--- src/hdl/pesr_pkg.sv ---
// Purpose: shared constants of the precise event sampling record writer
// Assumes: 64-bit record slots, 32-bit register bus
// Notes: byte offsets are record-relative or register-relative
package pesr_pkg;
  // record layout, byte offsets of 8-byte slots
  localparam int REC_SLOTS = 24;
  localparam int SLOT_BYTES = 8;
  localparam logic [7:0] OFF_FLAGS = 8'h00;
  localparam logic [7:0] OFF_NEXT_IP = 8'h08;
  localparam logic [7:0] OFF_GPR_FIRST = 8'h10;
  localparam logic [7:0] OFF_GPR_LAST = 8'h88;
  localparam logic [7:0] OFF_GLOBAL_STATUS = 8'h90;
  localparam logic [7:0] OFF_DATA_ADDR = 8'h98;
  localparam logic [7:0] OFF_DATA_SRC = 8'hA0;
  localparam logic [7:0] OFF_LATENCY = 8'hA8;
  localparam logic [7:0] OFF_TRIGGER_IP = 8'hB0;
  localparam logic [7:0] OFF_TX_ABORT = 8'hB8;
  localparam logic [63:0] REC_BYTES = 64'h0000_0000_0000_00C0;
  // counters
  localparam int NUM_COUNTERS = 8;
  localparam int SAMPLING_COUNTERS = 4;
  localparam int PRECISE_DISTRIBUTION_RETIRED_COUNTER = 1;
  // register map, byte addresses
  localparam logic [7:0] REG_CTRL = 8'h00;
  localparam logic [7:0] REG_STATUS = 8'h04;
  localparam logic [7:0] REG_MASK = 8'h08;
  localparam logic [7:0] REG_BASE_LO = 8'h0C;
  localparam logic [7:0] REG_BASE_HI = 8'h10;
  localparam logic [7:0] REG_COUNT = 8'h14;
  localparam logic [7:0] REG_CAP = 8'h18;
  // fields
  localparam int CTRL_PRECISE_DISTRIBUTION_RETIRED_BIT = 8;
  localparam int CAP_WIDE_BIT = 2;
  localparam int ST_DONE_BIT = 0;
  localparam int ST_DROP_BIT = 1;
  localparam int ST_BITS = 2;
  // reset values
  localparam logic [31:0] CTRL_RST = 32'h0000_0000;
  localparam logic [1:0] MASK_RST = 2'h0;
  localparam logic [63:0] BASE_RST = 64'h0000_0000_0000_0000;
  localparam logic [31:0] CAP_VALUE = 32'h0000_0004;
  typedef enum logic [2:0] {
    ST_IDLE = 3'b000,
    ST_CAPTURE = 3'b001,
    ST_FETCH = 3'b010,
    ST_PRESENT = 3'b011,
    ST_SEND = 3'b100,
    ST_DONE = 3'b101
  } pesr_state_t;
endpackage

--- src/hdl/pesr_top.sv ---
// Purpose: builds sampling records on counter overflow, writes them out
// Assumes: core holds snapshot inputs stable while o_capture_busy is high
// Notes: registers on avalon-mm, one interrupt level output
//
// Our own choices: the Avalon-MM interface to the registers and the address map.
`timescale 1ns/1ps
`default_nettype none
module pesr_top
  import pesr_pkg::*;
#(
  parameter int GPR_COUNT = 16
) (
  input wire logic i_clock,
  input wire logic i_rstn,
  // avalon-mm slave
  input wire logic [7:0] i_address,
  input wire logic i_read,
  input wire logic i_write,
  input wire logic [31:0] i_writedata,
  input wire logic [3:0] i_byteenable,
  output logic [31:0] o_readdata,
  output logic o_waitrequest,
  // counters and retirement snapshot
  input wire logic [NUM_COUNTERS-1:0] i_overflow,
  input wire logic i_precise_distribution_retired_overflow,
  input wire logic [63:0] i_flags,
  input wire logic [63:0] i_ip_after1,
  input wire logic [63:0] i_ip_after2,
  input wire logic i_fused,
  input wire logic [GPR_COUNT*64-1:0] i_gpr,
  input wire logic [63:0] i_global_status,
  input wire logic i_addr_valid,
  input wire logic [63:0] i_data_addr,
  input wire logic i_is_store,
  input wire logic i_l1_hit,
  input wire logic i_src_valid,
  input wire logic [63:0] i_data_src,
  input wire logic i_lat_valid,
  input wire logic [63:0] i_load_latency,
  input wire logic [63:0] i_trigger_ip,
  input wire logic i_tx_valid,
  input wire logic [63:0] i_tx_abort,
  output logic o_capture_busy,
  // record write port
  output logic o_mem_valid,
  output logic [63:0] o_mem_addr,
  output logic [63:0] o_mem_data,
  input wire logic i_mem_ready,
  output logic o_record_done,
  output logic o_irq
);
  localparam logic [4:0] LAST_SLOT = 5'(REC_SLOTS - 1);

  function automatic logic [31:0] merge_be(input logic [31:0] old_v,
      input logic [31:0] new_v, input logic [3:0] be);
    logic [31:0] r;
    r = old_v;
    for (int b = 0; b < 4; b++) begin
      if (be[b]) begin
        r[b*8 +: 8] = new_v[b*8 +: 8];
      end
    end
    return r;
  endfunction

  // engine state
  pesr_state_t state_q, state_d;
  logic [4:0] widx_q, widx_d;
  logic [4:0] ridx_q, ridx_d;
  logic [63:0] rec_ptr_q, rec_ptr_d;
  logic [31:0] count_q, count_d;
  logic mem_valid_q, mem_valid_d;
  logic [63:0] mem_addr_q, mem_addr_d;
  logic [63:0] mem_data_q, mem_data_d;
  logic done_q, done_d;
  logic busy_q, busy_d;
  // register state
  logic [31:0] ctrl_q, ctrl_d;
  logic [ST_BITS-1:0] stat_q, stat_d;
  logic [ST_BITS-1:0] mask_q, mask_d;
  logic [63:0] base_q, base_d;
  logic wait_q, wait_d;
  logic [31:0] rdata_q, rdata_d;
  logic irq_q, irq_d;
  // shared combinational
  logic [SAMPLING_COUNTERS-1:0] fire_vec;
  logic fire, ev_done, ev_drop, base_wr, slot_we, slot_re;
  logic [63:0] slot_wdata, slot_rdata;
  logic [7:0] wbyte;
  logic bus_req, bus_fin;
  logic [31:0] mask_wr;

  assign bus_req = i_read | i_write;
  assign bus_fin = bus_req & ~wait_q;
  assign wbyte = {widx_q, 3'b000};

  // trigger selection
  always_comb begin
    fire_vec = i_overflow[SAMPLING_COUNTERS-1:0] &
               ctrl_q[SAMPLING_COUNTERS-1:0];
    if (ctrl_q[CTRL_PRECISE_DISTRIBUTION_RETIRED_BIT]) begin
      fire_vec[PRECISE_DISTRIBUTION_RETIRED_COUNTER] = i_precise_distribution_retired_overflow &
                               ctrl_q[PRECISE_DISTRIBUTION_RETIRED_COUNTER];
    end
    fire = |fire_vec;
  end

  // slot contents, same layout in every mode
  always_comb begin
    slot_wdata = 64'h0000_0000_0000_0000;
    if (wbyte == OFF_FLAGS) begin
      slot_wdata = i_flags;
    end else if (wbyte == OFF_NEXT_IP) begin
      slot_wdata = i_fused ? i_ip_after2 : i_ip_after1;
    end else if (wbyte >= OFF_GPR_FIRST && wbyte <= OFF_GPR_LAST) begin
      slot_wdata = i_gpr[(32'(widx_q) - 2) * 64 +: 64];
    end else if (wbyte == OFF_GLOBAL_STATUS) begin
      slot_wdata = i_global_status;
    end else if (wbyte == OFF_DATA_ADDR) begin
      if (i_addr_valid) begin
        slot_wdata = i_data_addr;
      end
    end else if (wbyte == OFF_DATA_SRC) begin
      if (i_is_store) begin
        slot_wdata = {63'h0, i_l1_hit};
      end else if (i_src_valid) begin
        slot_wdata = i_data_src;
      end
    end else if (wbyte == OFF_LATENCY) begin
      if (i_lat_valid && !i_is_store) begin
        slot_wdata = i_load_latency;
      end
    end else if (wbyte == OFF_TRIGGER_IP) begin
      slot_wdata = i_trigger_ip;
    end else if (wbyte == OFF_TX_ABORT) begin
      if (i_tx_valid) begin
        slot_wdata = i_tx_abort;
      end
    end
  end

  pesr_slot_mem #(
    .WIDTH(64),
    .DEPTH(REC_SLOTS),
    .AW(5)
  ) u_mem (
    .i_clock(i_clock),
    .i_we(slot_we),
    .i_waddr(widx_q),
    .i_wdata(slot_wdata),
    .i_re(slot_re),
    .i_raddr(ridx_q),
    .o_rdata(slot_rdata)
  );

  // record engine
  always_comb begin
    state_d = state_q;
    widx_d = widx_q;
    ridx_d = ridx_q;
    rec_ptr_d = rec_ptr_q;
    count_d = count_q;
    mem_valid_d = mem_valid_q;
    mem_addr_d = mem_addr_q;
    mem_data_d = mem_data_q;
    done_d = 1'b0;
    ev_done = 1'b0;
    ev_drop = 1'b0;
    slot_we = 1'b0;
    slot_re = 1'b0;
    unique case (state_q)
      ST_IDLE: begin
        if (fire) begin
          state_d = ST_CAPTURE;
          widx_d = 5'h00;
        end
      end
      ST_CAPTURE: begin
        slot_we = 1'b1;
        if (widx_q == LAST_SLOT) begin
          state_d = ST_FETCH;
          ridx_d = 5'h00;
        end else begin
          widx_d = widx_q + 5'h01;
        end
      end
      ST_FETCH: begin
        slot_re = 1'b1;
        state_d = ST_PRESENT;
      end
      ST_PRESENT: begin
        mem_data_d = slot_rdata;
        mem_addr_d = rec_ptr_q + {56'h0, ridx_q, 3'b000};
        mem_valid_d = 1'b1;
        state_d = ST_SEND;
      end
      ST_SEND: begin
        if (i_mem_ready) begin
          mem_valid_d = 1'b0;
          if (ridx_q == LAST_SLOT) begin
            state_d = ST_DONE;
          end else begin
            ridx_d = ridx_q + 5'h01;
            state_d = ST_FETCH;
          end
        end
      end
      ST_DONE: begin
        done_d = 1'b1;
        ev_done = 1'b1;
        count_d = count_q + 32'h0000_0001;
        rec_ptr_d = rec_ptr_q + REC_BYTES;
        state_d = ST_IDLE;
      end
      default: begin
        state_d = ST_IDLE;
      end
    endcase
    if (fire && state_q != ST_IDLE) begin
      ev_drop = 1'b1;
    end
    if (base_wr) begin
      rec_ptr_d = base_d;
      count_d = 32'h0000_0000;
    end
    busy_d = (state_d == ST_CAPTURE);
  end

  always_ff @(posedge i_clock or negedge i_rstn) begin
    if (!i_rstn) begin
      state_q <= ST_IDLE;
      widx_q <= 5'h00;
      ridx_q <= 5'h00;
      rec_ptr_q <= BASE_RST;
      count_q <= 32'h0000_0000;
      mem_valid_q <= 1'b0;
      mem_addr_q <= 64'h0000_0000_0000_0000;
      mem_data_q <= 64'h0000_0000_0000_0000;
      done_q <= 1'b0;
      busy_q <= 1'b0;
    end else begin
      state_q <= state_d;
      widx_q <= widx_d;
      ridx_q <= ridx_d;
      rec_ptr_q <= rec_ptr_d;
      count_q <= count_d;
      mem_valid_q <= mem_valid_d;
      mem_addr_q <= mem_addr_d;
      mem_data_q <= mem_data_d;
      done_q <= done_d;
      busy_q <= busy_d;
    end
  end

  // register bus, one wait cycle per access
  always_comb begin
    ctrl_d = ctrl_q;
    mask_d = mask_q;
    base_d = base_q;
    stat_d = stat_q;
    rdata_d = rdata_q;
    base_wr = 1'b0;
    wait_d = ~(bus_req & wait_q);
    mask_wr = merge_be({30'h0, mask_q}, i_writedata, i_byteenable);
    if (bus_req && wait_q) begin
      rdata_d = 32'h0000_0000;
      if (i_read) begin
        unique case (i_address)
          REG_CTRL: rdata_d = ctrl_q;
          REG_STATUS: rdata_d = {30'h0, stat_q};
          REG_MASK: rdata_d = {30'h0, mask_q};
          REG_BASE_LO: rdata_d = base_q[31:0];
          REG_BASE_HI: rdata_d = base_q[63:32];
          REG_COUNT: rdata_d = count_q;
          REG_CAP: rdata_d = CAP_VALUE;
          default: rdata_d = 32'h0000_0000;
        endcase
      end
    end
    // clear only the bits that the read returned
    if (bus_fin && i_read && i_address == REG_STATUS) begin
      stat_d = stat_q & ~rdata_q[ST_BITS-1:0];
    end
    if (bus_fin && i_write) begin
      unique case (i_address)
        REG_CTRL: begin
          ctrl_d = merge_be(ctrl_q, i_writedata, i_byteenable);
          ctrl_d[31:CTRL_PRECISE_DISTRIBUTION_RETIRED_BIT+1] = '0;
          ctrl_d[CTRL_PRECISE_DISTRIBUTION_RETIRED_BIT-1:SAMPLING_COUNTERS] = '0;
        end
        REG_MASK: begin
          mask_d = mask_wr[ST_BITS-1:0];
        end
        REG_BASE_LO: begin
          base_d[31:0] = merge_be(base_q[31:0], i_writedata, i_byteenable);
          base_wr = 1'b1;
        end
        REG_BASE_HI: begin
          base_d[63:32] = merge_be(base_q[63:32], i_writedata,
                                   i_byteenable);
          base_wr = 1'b1;
        end
        default: begin
        end
      endcase
    end
    // set wins over read-clear
    if (ev_done) begin
      stat_d[ST_DONE_BIT] = 1'b1;
    end
    if (ev_drop) begin
      stat_d[ST_DROP_BIT] = 1'b1;
    end
    irq_d = |(stat_d & mask_d);
  end

  always_ff @(posedge i_clock or negedge i_rstn) begin
    if (!i_rstn) begin
      ctrl_q <= CTRL_RST;
      mask_q <= MASK_RST;
      base_q <= BASE_RST;
      stat_q <= '0;
      rdata_q <= 32'h0000_0000;
      wait_q <= 1'b1;
      irq_q <= 1'b0;
    end else begin
      ctrl_q <= ctrl_d;
      mask_q <= mask_d;
      base_q <= base_d;
      stat_q <= stat_d;
      rdata_q <= rdata_d;
      wait_q <= wait_d;
      irq_q <= irq_d;
    end
  end

  assign o_readdata = rdata_q;
  assign o_waitrequest = wait_q;
  assign o_capture_busy = busy_q;
  assign o_mem_valid = mem_valid_q;
  assign o_mem_addr = mem_addr_q;
  assign o_mem_data = mem_data_q;
  assign o_record_done = done_q;
  assign o_irq = irq_q;

  // checks
  a_high_ctr_silent: assert property (@(posedge i_clock) disable iff (!i_rstn)
    (state_q == ST_IDLE && i_overflow[3:0] == 4'h0 && !i_precise_distribution_retired_overflow)
    |=> state_q == ST_IDLE) else $error("counter 4-7 started a record");
  a_precise_distribution_retired_only_one: assert property (@(posedge i_clock) disable iff (!i_rstn)
    (state_q == ST_IDLE && ctrl_q[CTRL_PRECISE_DISTRIBUTION_RETIRED_BIT] && !i_precise_distribution_retired_overflow &&
     i_overflow[3:0] == 4'h2) |=> state_q == ST_IDLE)
    else $error("plain overflow used in precise_distribution_retired mode");
  a_cap_bit_set: assert property (@(posedge i_clock) disable iff (!i_rstn)
    (i_read && !o_waitrequest && i_address == REG_CAP)
    |-> o_readdata[CAP_WIDE_BIT]) else $error("capability bit clear");
  a_flags_slot: assert property (@(posedge i_clock) disable iff (!i_rstn)
    (slot_we && widx_q == 5'h00) |-> slot_wdata == i_flags)
    else $error("flags slot wrong");
  a_store_status: assert property (@(posedge i_clock) disable iff (!i_rstn)
    (slot_we && wbyte == OFF_DATA_SRC && i_is_store)
    |-> slot_wdata == {63'h0, i_l1_hit}) else $error("store status wrong");
  a_trigger_ip: assert property (@(posedge i_clock) disable iff (!i_rstn)
    (slot_we && widx_q == 5'd22) |-> slot_wdata == i_trigger_ip)
    else $error("trigger ip slot wrong");
  a_ip_skid: assert property (@(posedge i_clock) disable iff (!i_rstn)
    (slot_we && widx_q == 5'h01) |->
    slot_wdata == (i_fused ? i_ip_after2 : i_ip_after1))
    else $error("next ip skid wrong");
  a_addr_zeroed: assert property (@(posedge i_clock) disable iff (!i_rstn)
    (slot_we && wbyte == OFF_DATA_ADDR && !i_addr_valid)
    |-> slot_wdata == 64'h0000_0000_0000_0000)
    else $error("stale data address");
  a_capture_first: assert property (@(posedge i_clock) disable iff (!i_rstn)
    (state_q == ST_IDLE && fire) |=> o_capture_busy ##24 state_q == ST_FETCH)
    else $error("capture did not precede write");
  a_done_after_last: assert property (@(posedge i_clock) disable iff (!i_rstn)
    (o_mem_valid && i_mem_ready && ridx_q == LAST_SLOT) |=> ##1 o_record_done)
    else $error("completion not after last word");
endmodule
`default_nettype wire

--- src/hdl/pesr_slot_mem.sv ---
// Purpose: staging memory for one sampling record
// Assumes: one write port, one read port, registered read data
// Notes: read data valid the cycle after the read enable
`timescale 1ns/1ps
`default_nettype none
module pesr_slot_mem #(
  parameter int WIDTH = 64,
  parameter int DEPTH = 24,
  parameter int AW = 5
) (
  input wire logic i_clock,
  input wire logic i_we,
  input wire logic [AW-1:0] i_waddr,
  input wire logic [WIDTH-1:0] i_wdata,
  input wire logic i_re,
  input wire logic [AW-1:0] i_raddr,
  output logic [WIDTH-1:0] o_rdata
);
  logic [WIDTH-1:0] mem_q [DEPTH];
  always_ff @(posedge i_clock) begin
    if (i_we) begin
      mem_q[i_waddr] <= i_wdata;
    end
    if (i_re) begin
      o_rdata <= mem_q[i_raddr];
    end
  end
endmodule
`default_nettype wire

--- config.mk ---
export PLATFORM = sky130hd
export DESIGN_NAME = pesr_top
export DESIGN_NICKNAME = d
export VERILOG_FILES = /design/src/hdl/pesr_pkg.sv /design/src/hdl/pesr_top.sv /design/src/hdl/pesr_slot_mem.sv
export SDC_FILE = /design/constraint.sdc
export NUM_CORES = 2
export LEC_CHECK = 0
export BUFFER_PORTS_ARGS = -buffer_cell sky130_fd_sc_hd__buf_2
export CORE_AREA = 5 5 711 713
export CTS_CLUSTER_DIAMETER = 30
export CTS_CLUSTER_SIZE = 14
export DETAILED_ROUTE_END_ITERATION = 12
export DIE_AREA = 0 0 716 718
export SLEW_MARGIN = 20
export SYNTH_ARGS = -nofsm -noshare
export SYNTH_HDL_FRONTEND = slang
export SYNTH_SLANG_ARGS = --single-unit
--- constraint.sdc ---
create_clock -name i_clock -period 6 [get_ports i_clock]
set_input_delay 1.2 -clock i_clock [delete_from_list [all_inputs] [get_ports i_clock]]
set_output_delay 1.2 -clock i_clock [all_outputs]
set_load 0.05 [all_outputs]
==> Yosys cells after proc, flatten, opt, wreduce, memory -nomap -nowiden <==
Memory sizes are Yosys's and may differ from the RTL's. A register that Yosys moved wholly into a read port is not among the register bits.
Index checks and enable logic that the tools add are counted.
{ "word_totals": {"memories": 1, "word_cells": 148, "ff_bits": 347, "ram_bits": 1536, "inputBits": 1665, "output_inout_bits": 165} }
{ "op_classes": {"n_reduce_logical": 24, "n_eq_ne": 25, "shifts": 1, "n_bitwise": 10, "n_mux": 61, "order_cmp": 2, "n_addsub": 6} }
{ "mem_list": {"columns": ["memory", "words", "width", "read_ports", "rd_clocked_by_memory_dff", "wr", "line", "text"], "rows": [
  ["u_mem.mem_q", 24, 64, 1, 1, 1, "pesr_slot_mem.sv:19", "logic [WIDTH-1:0] mem_q [DEPTH];"]
]} }
{ "op_table": {"columns": ["op", "n"], "rows": [
  ["2-to-1 mux 64 bit", 18],
  ["variable part select 1024 x 33 -> 64 bit", 1],
  ["one-hot mux 32 bit (7 select lines)", 1],
  ["2-to-1 mux 32 bit", 5],
  ["adder 64 x 8 -> 64 bit", 1],
  ["adder 64 x 8 -> 64 bit (second input constant)", 1],
  ["2-to-1 mux 8 bit", 8],
  ["== test 5 bit (second input constant)", 7],
  ["adder 32 x 1 -> 32 bit (second input constant)", 1],
  ["2-to-1 mux 5 bit", 5],
  ["== test 8 x 5 -> 1 bit (second input constant)", 3],
  ["one-hot mux 5 bit (2 select lines)", 2],
  ["== test 8 x 4 -> 1 bit (second input constant)", 2],
  ["logical NOT 8 bit", 2],
  ["one-hot mux 3 bit (5 select lines)", 1],
  ["2-to-1 mux 1 bit", 12],
  ["2-to-1 mux 3 bit", 4],
  ["adder 5 x 1 -> 5 bit (second input constant)", 2],
  ["!= test 2 bit (second input constant)", 5],
  ["AND reduction 3 bit", 3],
  ["== test 8 x 3 -> 1 bit (second input constant)", 1],
  [">= comparator 8 x 5 -> 1 bit (second input constant)", 1],
  ["less-or-equal comparator 8 bit (second input constant)", 1],
  ["2-to-1 mux 2 bit", 4],
  ["other kinds (21)", 38]
]} }

==> Logic depth before layout (Yosys ltp) <==
{ "logic_depth": {"depth_word": 10, "ltp_mapped": 16, "mapped_depth_nobuf": 7} }

==> Cells and area by module <==
From an unflattened synthesis, not the netlist that was laid out.
{ "hier_totals": {"cells_unflattened": 5821, "area_unflattened_um2": 89523.4} }
{ "by_module_without_submodules": {"columns": ["mod", "area_per_inst_um2", "cells_per_inst", "n_inst", "seq_area_each_um2"], "rows": [
  ["pesr_slot_mem", 61001.0, 3056, 1, 48046.1],
  ["pesr_top", 28522.4, 2765, 1, 8684.6]
]} }

==> Worst setup path before layout <==
No wires, ideal clock.
{ "synth_timing": {"kind": "register -> register", "from": "register state_q[1]", "to": "register u_mem.o_rdata[0] (read register of u_mem.mem_q), enable pin", "t_required_ns": 5.435, "path_slack_ns": 0.438, "setup_ns": 0.565, "synth_period_minus_slack_ns": 5.562, "arrival_ns": 4.997, "path_stages_with_launch": 4, "n_path_buf": 1, "path_cell_list": "dfrtp_1 > clkbuf_1 > inv_1 > nor3_1"} }
{ "synth_between": {"elab_chain_cells": 2} }
{ "synth_lines": {"columns": ["item", "line", "text"], "rows": [
  ["start: declaration", "pesr_top.sv:67", "pesr_state_t state_q, state_d;"],
  ["start signal: assignment", "pesr_top.sv:242", "state_q <= state_d;"],
  ["== test 3 x 2 -> 1 bit", "pesr_top.sv:171", "unique case (state_q)"],
  ["2-to-1 mux 1 bit", "pesr_top.sv:171", null],
  ["end: declaration", "pesr_slot_mem.sv:17", "output logic [WIDTH-1:0] o_rdata"]
]} }
No other way between the ends.
A chain may end at the register's enable or synchronous reset.

==> Worst setup path after layout <==
{ "layout_timing": {"from": "register widx_q[0]", "to": "memory u_mem.mem_q[9][57] (data pin)"} }
{ "layout_between": {"elab_chain_cells": 10, "word_cells_on_any_way": 22, "classes_between": "1 x add/sub; 2 x order compare; 7 x eq/ne; 1 x shift; 9 x mux; 2 x reduce/logical"} }
{ "layout_lines": {"columns": ["item", "line", "text"], "rows": [
  ["start: declaration", "pesr_top.sv:68", "logic [4:0] widx_q, widx_d;"],
  ["start signal: assignment", "pesr_top.sv:243", "widx_q <= widx_d;"],
  ["parallel branches: the longest is 9 deep, another holds subtractor 5 x 2 -> 6 bit", null, null],
  ["2-to-1 mux 64 bit (*)", "pesr_top.sv:111", "if (wbyte == OFF_FLAGS) begin"],
  ["net slot_wdata[57]", "pesr_top.sv:88", "logic [63:0] slot_wdata, slot_rdata;"],
  ["end: declaration", "pesr_slot_mem.sv:19", null]
]} }
Mark *: on every way through the listed nets, which the timed path passes.

==> results by group <==
Outcome
  – Outcome: completed

Synthesis
  – Ranking of synthesized cells by area: edfxtp_1, mux4_2, dfrtp_1, mux2_2, nand2_1
  – Post-synth top area cell: edfxtp_1
  – Synthesized-area fraction occupied by xor and xnor cells: 0.00931
  – Sequential fraction of the synthesis area: 0.628
  – Most numerous cell in the Yosys netlist: edfxtp_1
  – Area fraction in compound gates after synthesis: 0.0638
  – Adder and majority gate portion of the synthesized area: 0.00230
  – Async set-reset flop share out of synthesis: 0.178
  – Number of register bits inferred by synthesis: 1,947
  – Combinational family with the most area after synthesis: multiplexers
  – Share of the synthesized area in the top cell type: 0.532
  – Most common flop cell mapped by yosys: edfxtp_1
  – Synthesized instance count: 5,616
  – Multiplexer area fraction after synthesis: 0.212
  – Count of cell types in the netlist: 79
  – Syn Area/Cell: 16.1 µm²
  – Cell types with the highest counts after synthesis: edfxtp_1, mux4_2, nand2_1
  – Share of synthesized cell area in and, or, nand and nor gates: 0.0650
  – Number of enable-type register cells in the synthesized netlist: 1,600
  – Ys Warns: 0
  – Summed instance area of the synthesized netlist: 0.0903 mm²
  – Nets in the synthesized netlist: 7,297

STA
  – Shortest period the worst path allows: 4.83 ns
  – Total count of max-transition violations in the final report: 0
  – Period utilization: 0.805
  – Relative slew slack: 0.129
  – Unrepaired setup endpoints after global routing: false
  – Clock Skews: 0.108 ns
  – Minimum setup slack in the final design: 1.17 ns
  – Setup TNS Final: 0 ns
  – Final setup violating endpoints: 0
  – Highest attainable clock frequency: 0.207 GHz
  – Worst-margin pin slew: 1.27 ns
  – Final hold vios: 0

Detailed routing
  – Drt drc: 0
  – Final antenna-violating net count: 0
  – Detailed-route via count: 71,900
  – Violation count after the first detailed-routing iteration: 9,430
  – Average detailed-routed wire length per instance: 42.5 µm
  – Per-cell via count in the routed design: 4.58
  – Final Routed Wirelength: 667,000 µm
  – Number of iterations in the first detailed-routing pass: 6

CTS
  – Library cell used as clock root buffer: clkbuf_16
  – H-tree depth: 5
  – CTS tree: built
  – Gates resized, CTS repair: 0
  – Clock latency at the later pin of the worst-skew pair: 0.89 ns
  – Count of hold buffers inserted by post-cts repair: 0
  – TritonCTS buffer count: 354
  – Worst-path clk slew: 0.05 ns
  – Number of buffers between clock root and the deepest sink: 4
  – Number of clock sinks: 1,947
  – Buffer count from post-CTS setup fixing: 0

Floorplanning
  – Row count: 260
  – Die extent in x: 716 µm
  – Total I/O pin count: 1,830
  – Area of the die: 0.514 mm²
  – Core area: 0.499 mm²
  – Effective utilization at floorplan: 0.181
  – Chip height: 718 µm

Power and ir drop
  – Share of power burned in the clock network: 0.308
  – Worst ir drop on vdd: 0.000402 V
  – Net Switching: 24.2 mW
  – Leakage power figure: 43.3 nW
  – Fraction of power spent switching nets: 0.380
  – Cell Int Power: 39.6 mW
  – Power Dens Cells: 516 mW/mm²
  – Power share of the sequential group: 0.324
  – Power share of the combinational group: 0.368

Critical path
  – Worst path max stage delay: 0.74 ns
  – CP Cell Sequence: buf_4, buf_4, mux4_2, nand3_1, o211ai_1, a21oi_1, o2bb2ai_1, buf_4
  – Crit-path slowest cell: buf_4
  – Required time of the critical path: 6.55 ns
  – Critical Path AT: 5.37 ns
  – Worst setup slack for register-to-register paths: 1.17 ns
  – Most frequent cell on the critical path: buf_4
  – CP Launch Type: register
  – Largest delay contributor family on the critical path: buffers and inverters
  – Critical path fanouts, max: 40
  – Worst Path Class, Setup: reg -> reg
  – Endpoint kind of the worst setup timing path: register
  – Buffers & Inverters on Critical Path: 3

Place
  – DP Worst Slack: 1.20 ns
  – GPL Wtd Cong: 1.06
  – Buffers added on ports: 1,825
  – Detailed-placement wirelength estimate: 552,000 µm

Layout
  – Number of nets in the final layout: 9,293
  – Fraction of layout instances using a drive strength above 1: 0.461
  – Fill cells: 52,100
  – Growth of design area from synthesis to finish: 37.0%

Global routing
  – Leftover overflow at the end of global routing: 0
  – Antenna violations before repair: 619
  – GR Util All Layers: 0.248
  – Pin count of the biggest net entering global routing: 115
  – Global-route wire length before repair: 804,000 µm
  – Number of global-route vias before repair: 65,700

Worst hold path
  – Worst Hold Class: in -> async

Job
  – Max-capacitance violation count: 0
registers in the layout, summed over array words and instances, names as in the netlist, 2 cells and up:
signal,flops
u_mem.mem_q,1536
base_q,64
o_mem_addr,64
o_mem_data,64
rec_ptr_q,64
u_mem.o_rdata,64
count_q,32
o_readdata,32
ctrl_q,5
ridx_q,5
widx_q,5
state_q,3
mask_q,2
stat_q,2
final cells by class:
| class | instances | area, µm² | area share |
|---|---|---|---|
| diodes | 1106 | 2770 | 0.0224 |
| repair buffers | 2070 | 11600 | 0.0940 |
| multi-input cells | 3222 | 32400 | 0.262 |
| well taps | 6681 | 8360 | 0.0675 |
| inverters | 17 | 68.8 | 0.000556 |
| clock inverters | 234 | 2470 | 0.0200 |
| clock buffers | 411 | 9290 | 0.0751 |
| flip-flops and latches | 1947 | 56800 | 0.459 |
kinds of logic after synthesis:
group                    count (synthesis)
flip-flops                            1947
adder cells (fa/ha/maj)                 16
AO/OA/AOI/OAI                          867
AND/OR/NAND/NOR                       1230
buffers and inverters                  447
XOR/XNOR                                96
multiplexers                          1013
per-layer routing:
metal,share of wire,global-route usage
met1,0.37,0.295
met2,0.46,0.386
met3,0.11,0.100
met4,0.055,0.124
met5,0.0026,0
cell usage in the layout, fill, tap and decap left out, types with 138 or more instances in the layout:
cell / n
a21oi_1: 215
buf_2: 1823
buf_4: 194
clkbuf_16: 360
dfrtp_1: 339
diode_2: 1106
edfxtp_1: 1600
mux2_2: 173
mux2i_1: 138
mux4_2: 700
nand2_1: 452
nand3_1: 149
nor2_1: 266
power by group through the flow:
stage | logic, mW | clock network, mW | registers, mW
floorplan | 11.1 | 0 | 21.4
global placement | 23.2 | 0 | 20.9
detailed placement | 23.4 | 0 | 20.9
CTS | 23.5 | 19.8 | 20.7
global route | 24.3 | 20.5 | 20.8
finish | 23.5 | 19.7 | 20.7
worst paths after layout:
check	start	to	depth (start not counted)
max in group asynchronous	i_rstn	ridx_q[4]$_DFFE_PN0P_	2
min in group i_clock	u_mem.o_rdata[61]$_DFFE_PP_	o_mem_data[61]$_DFFE_PN0N_	2
min reg2reg	u_mem.o_rdata[61]$_DFFE_PP_	o_mem_data[61]$_DFFE_PN0N_	2
max	widx_q[0]$_DFFE_PN0P_	u_mem.mem_q[9][57]$_DFFE_PP_	8
max reg2reg	widx_q[0]$_DFFE_PN0P_	u_mem.mem_q[9][57]$_DFFE_PP_	8
min	i_rstn	o_mem_addr[45]$_DFFE_PN0N_	1
per-stage QoR:
step | power [mW] | area, µm² | utilization | cells | hold slack (ns)
floorplan | 32.6 | 90300 | - | 5616 | 0.415
global placement | 44.0 | 109000 | 0.219 | 13900 | 0.426
detailed placement | 44.3 | 109000 | 0.219 | 13900 | 0.424
CTS | 63.9 | 121000 | 0.242 | 14600 | 0.386
global route | 65.6 | 123000 | 0.247 | 15400 | 0.419
finish | 63.8 | 124000 | 0.248 | 15700 | 0.375
Note: power is estimated with default switching activity, not from simulation.
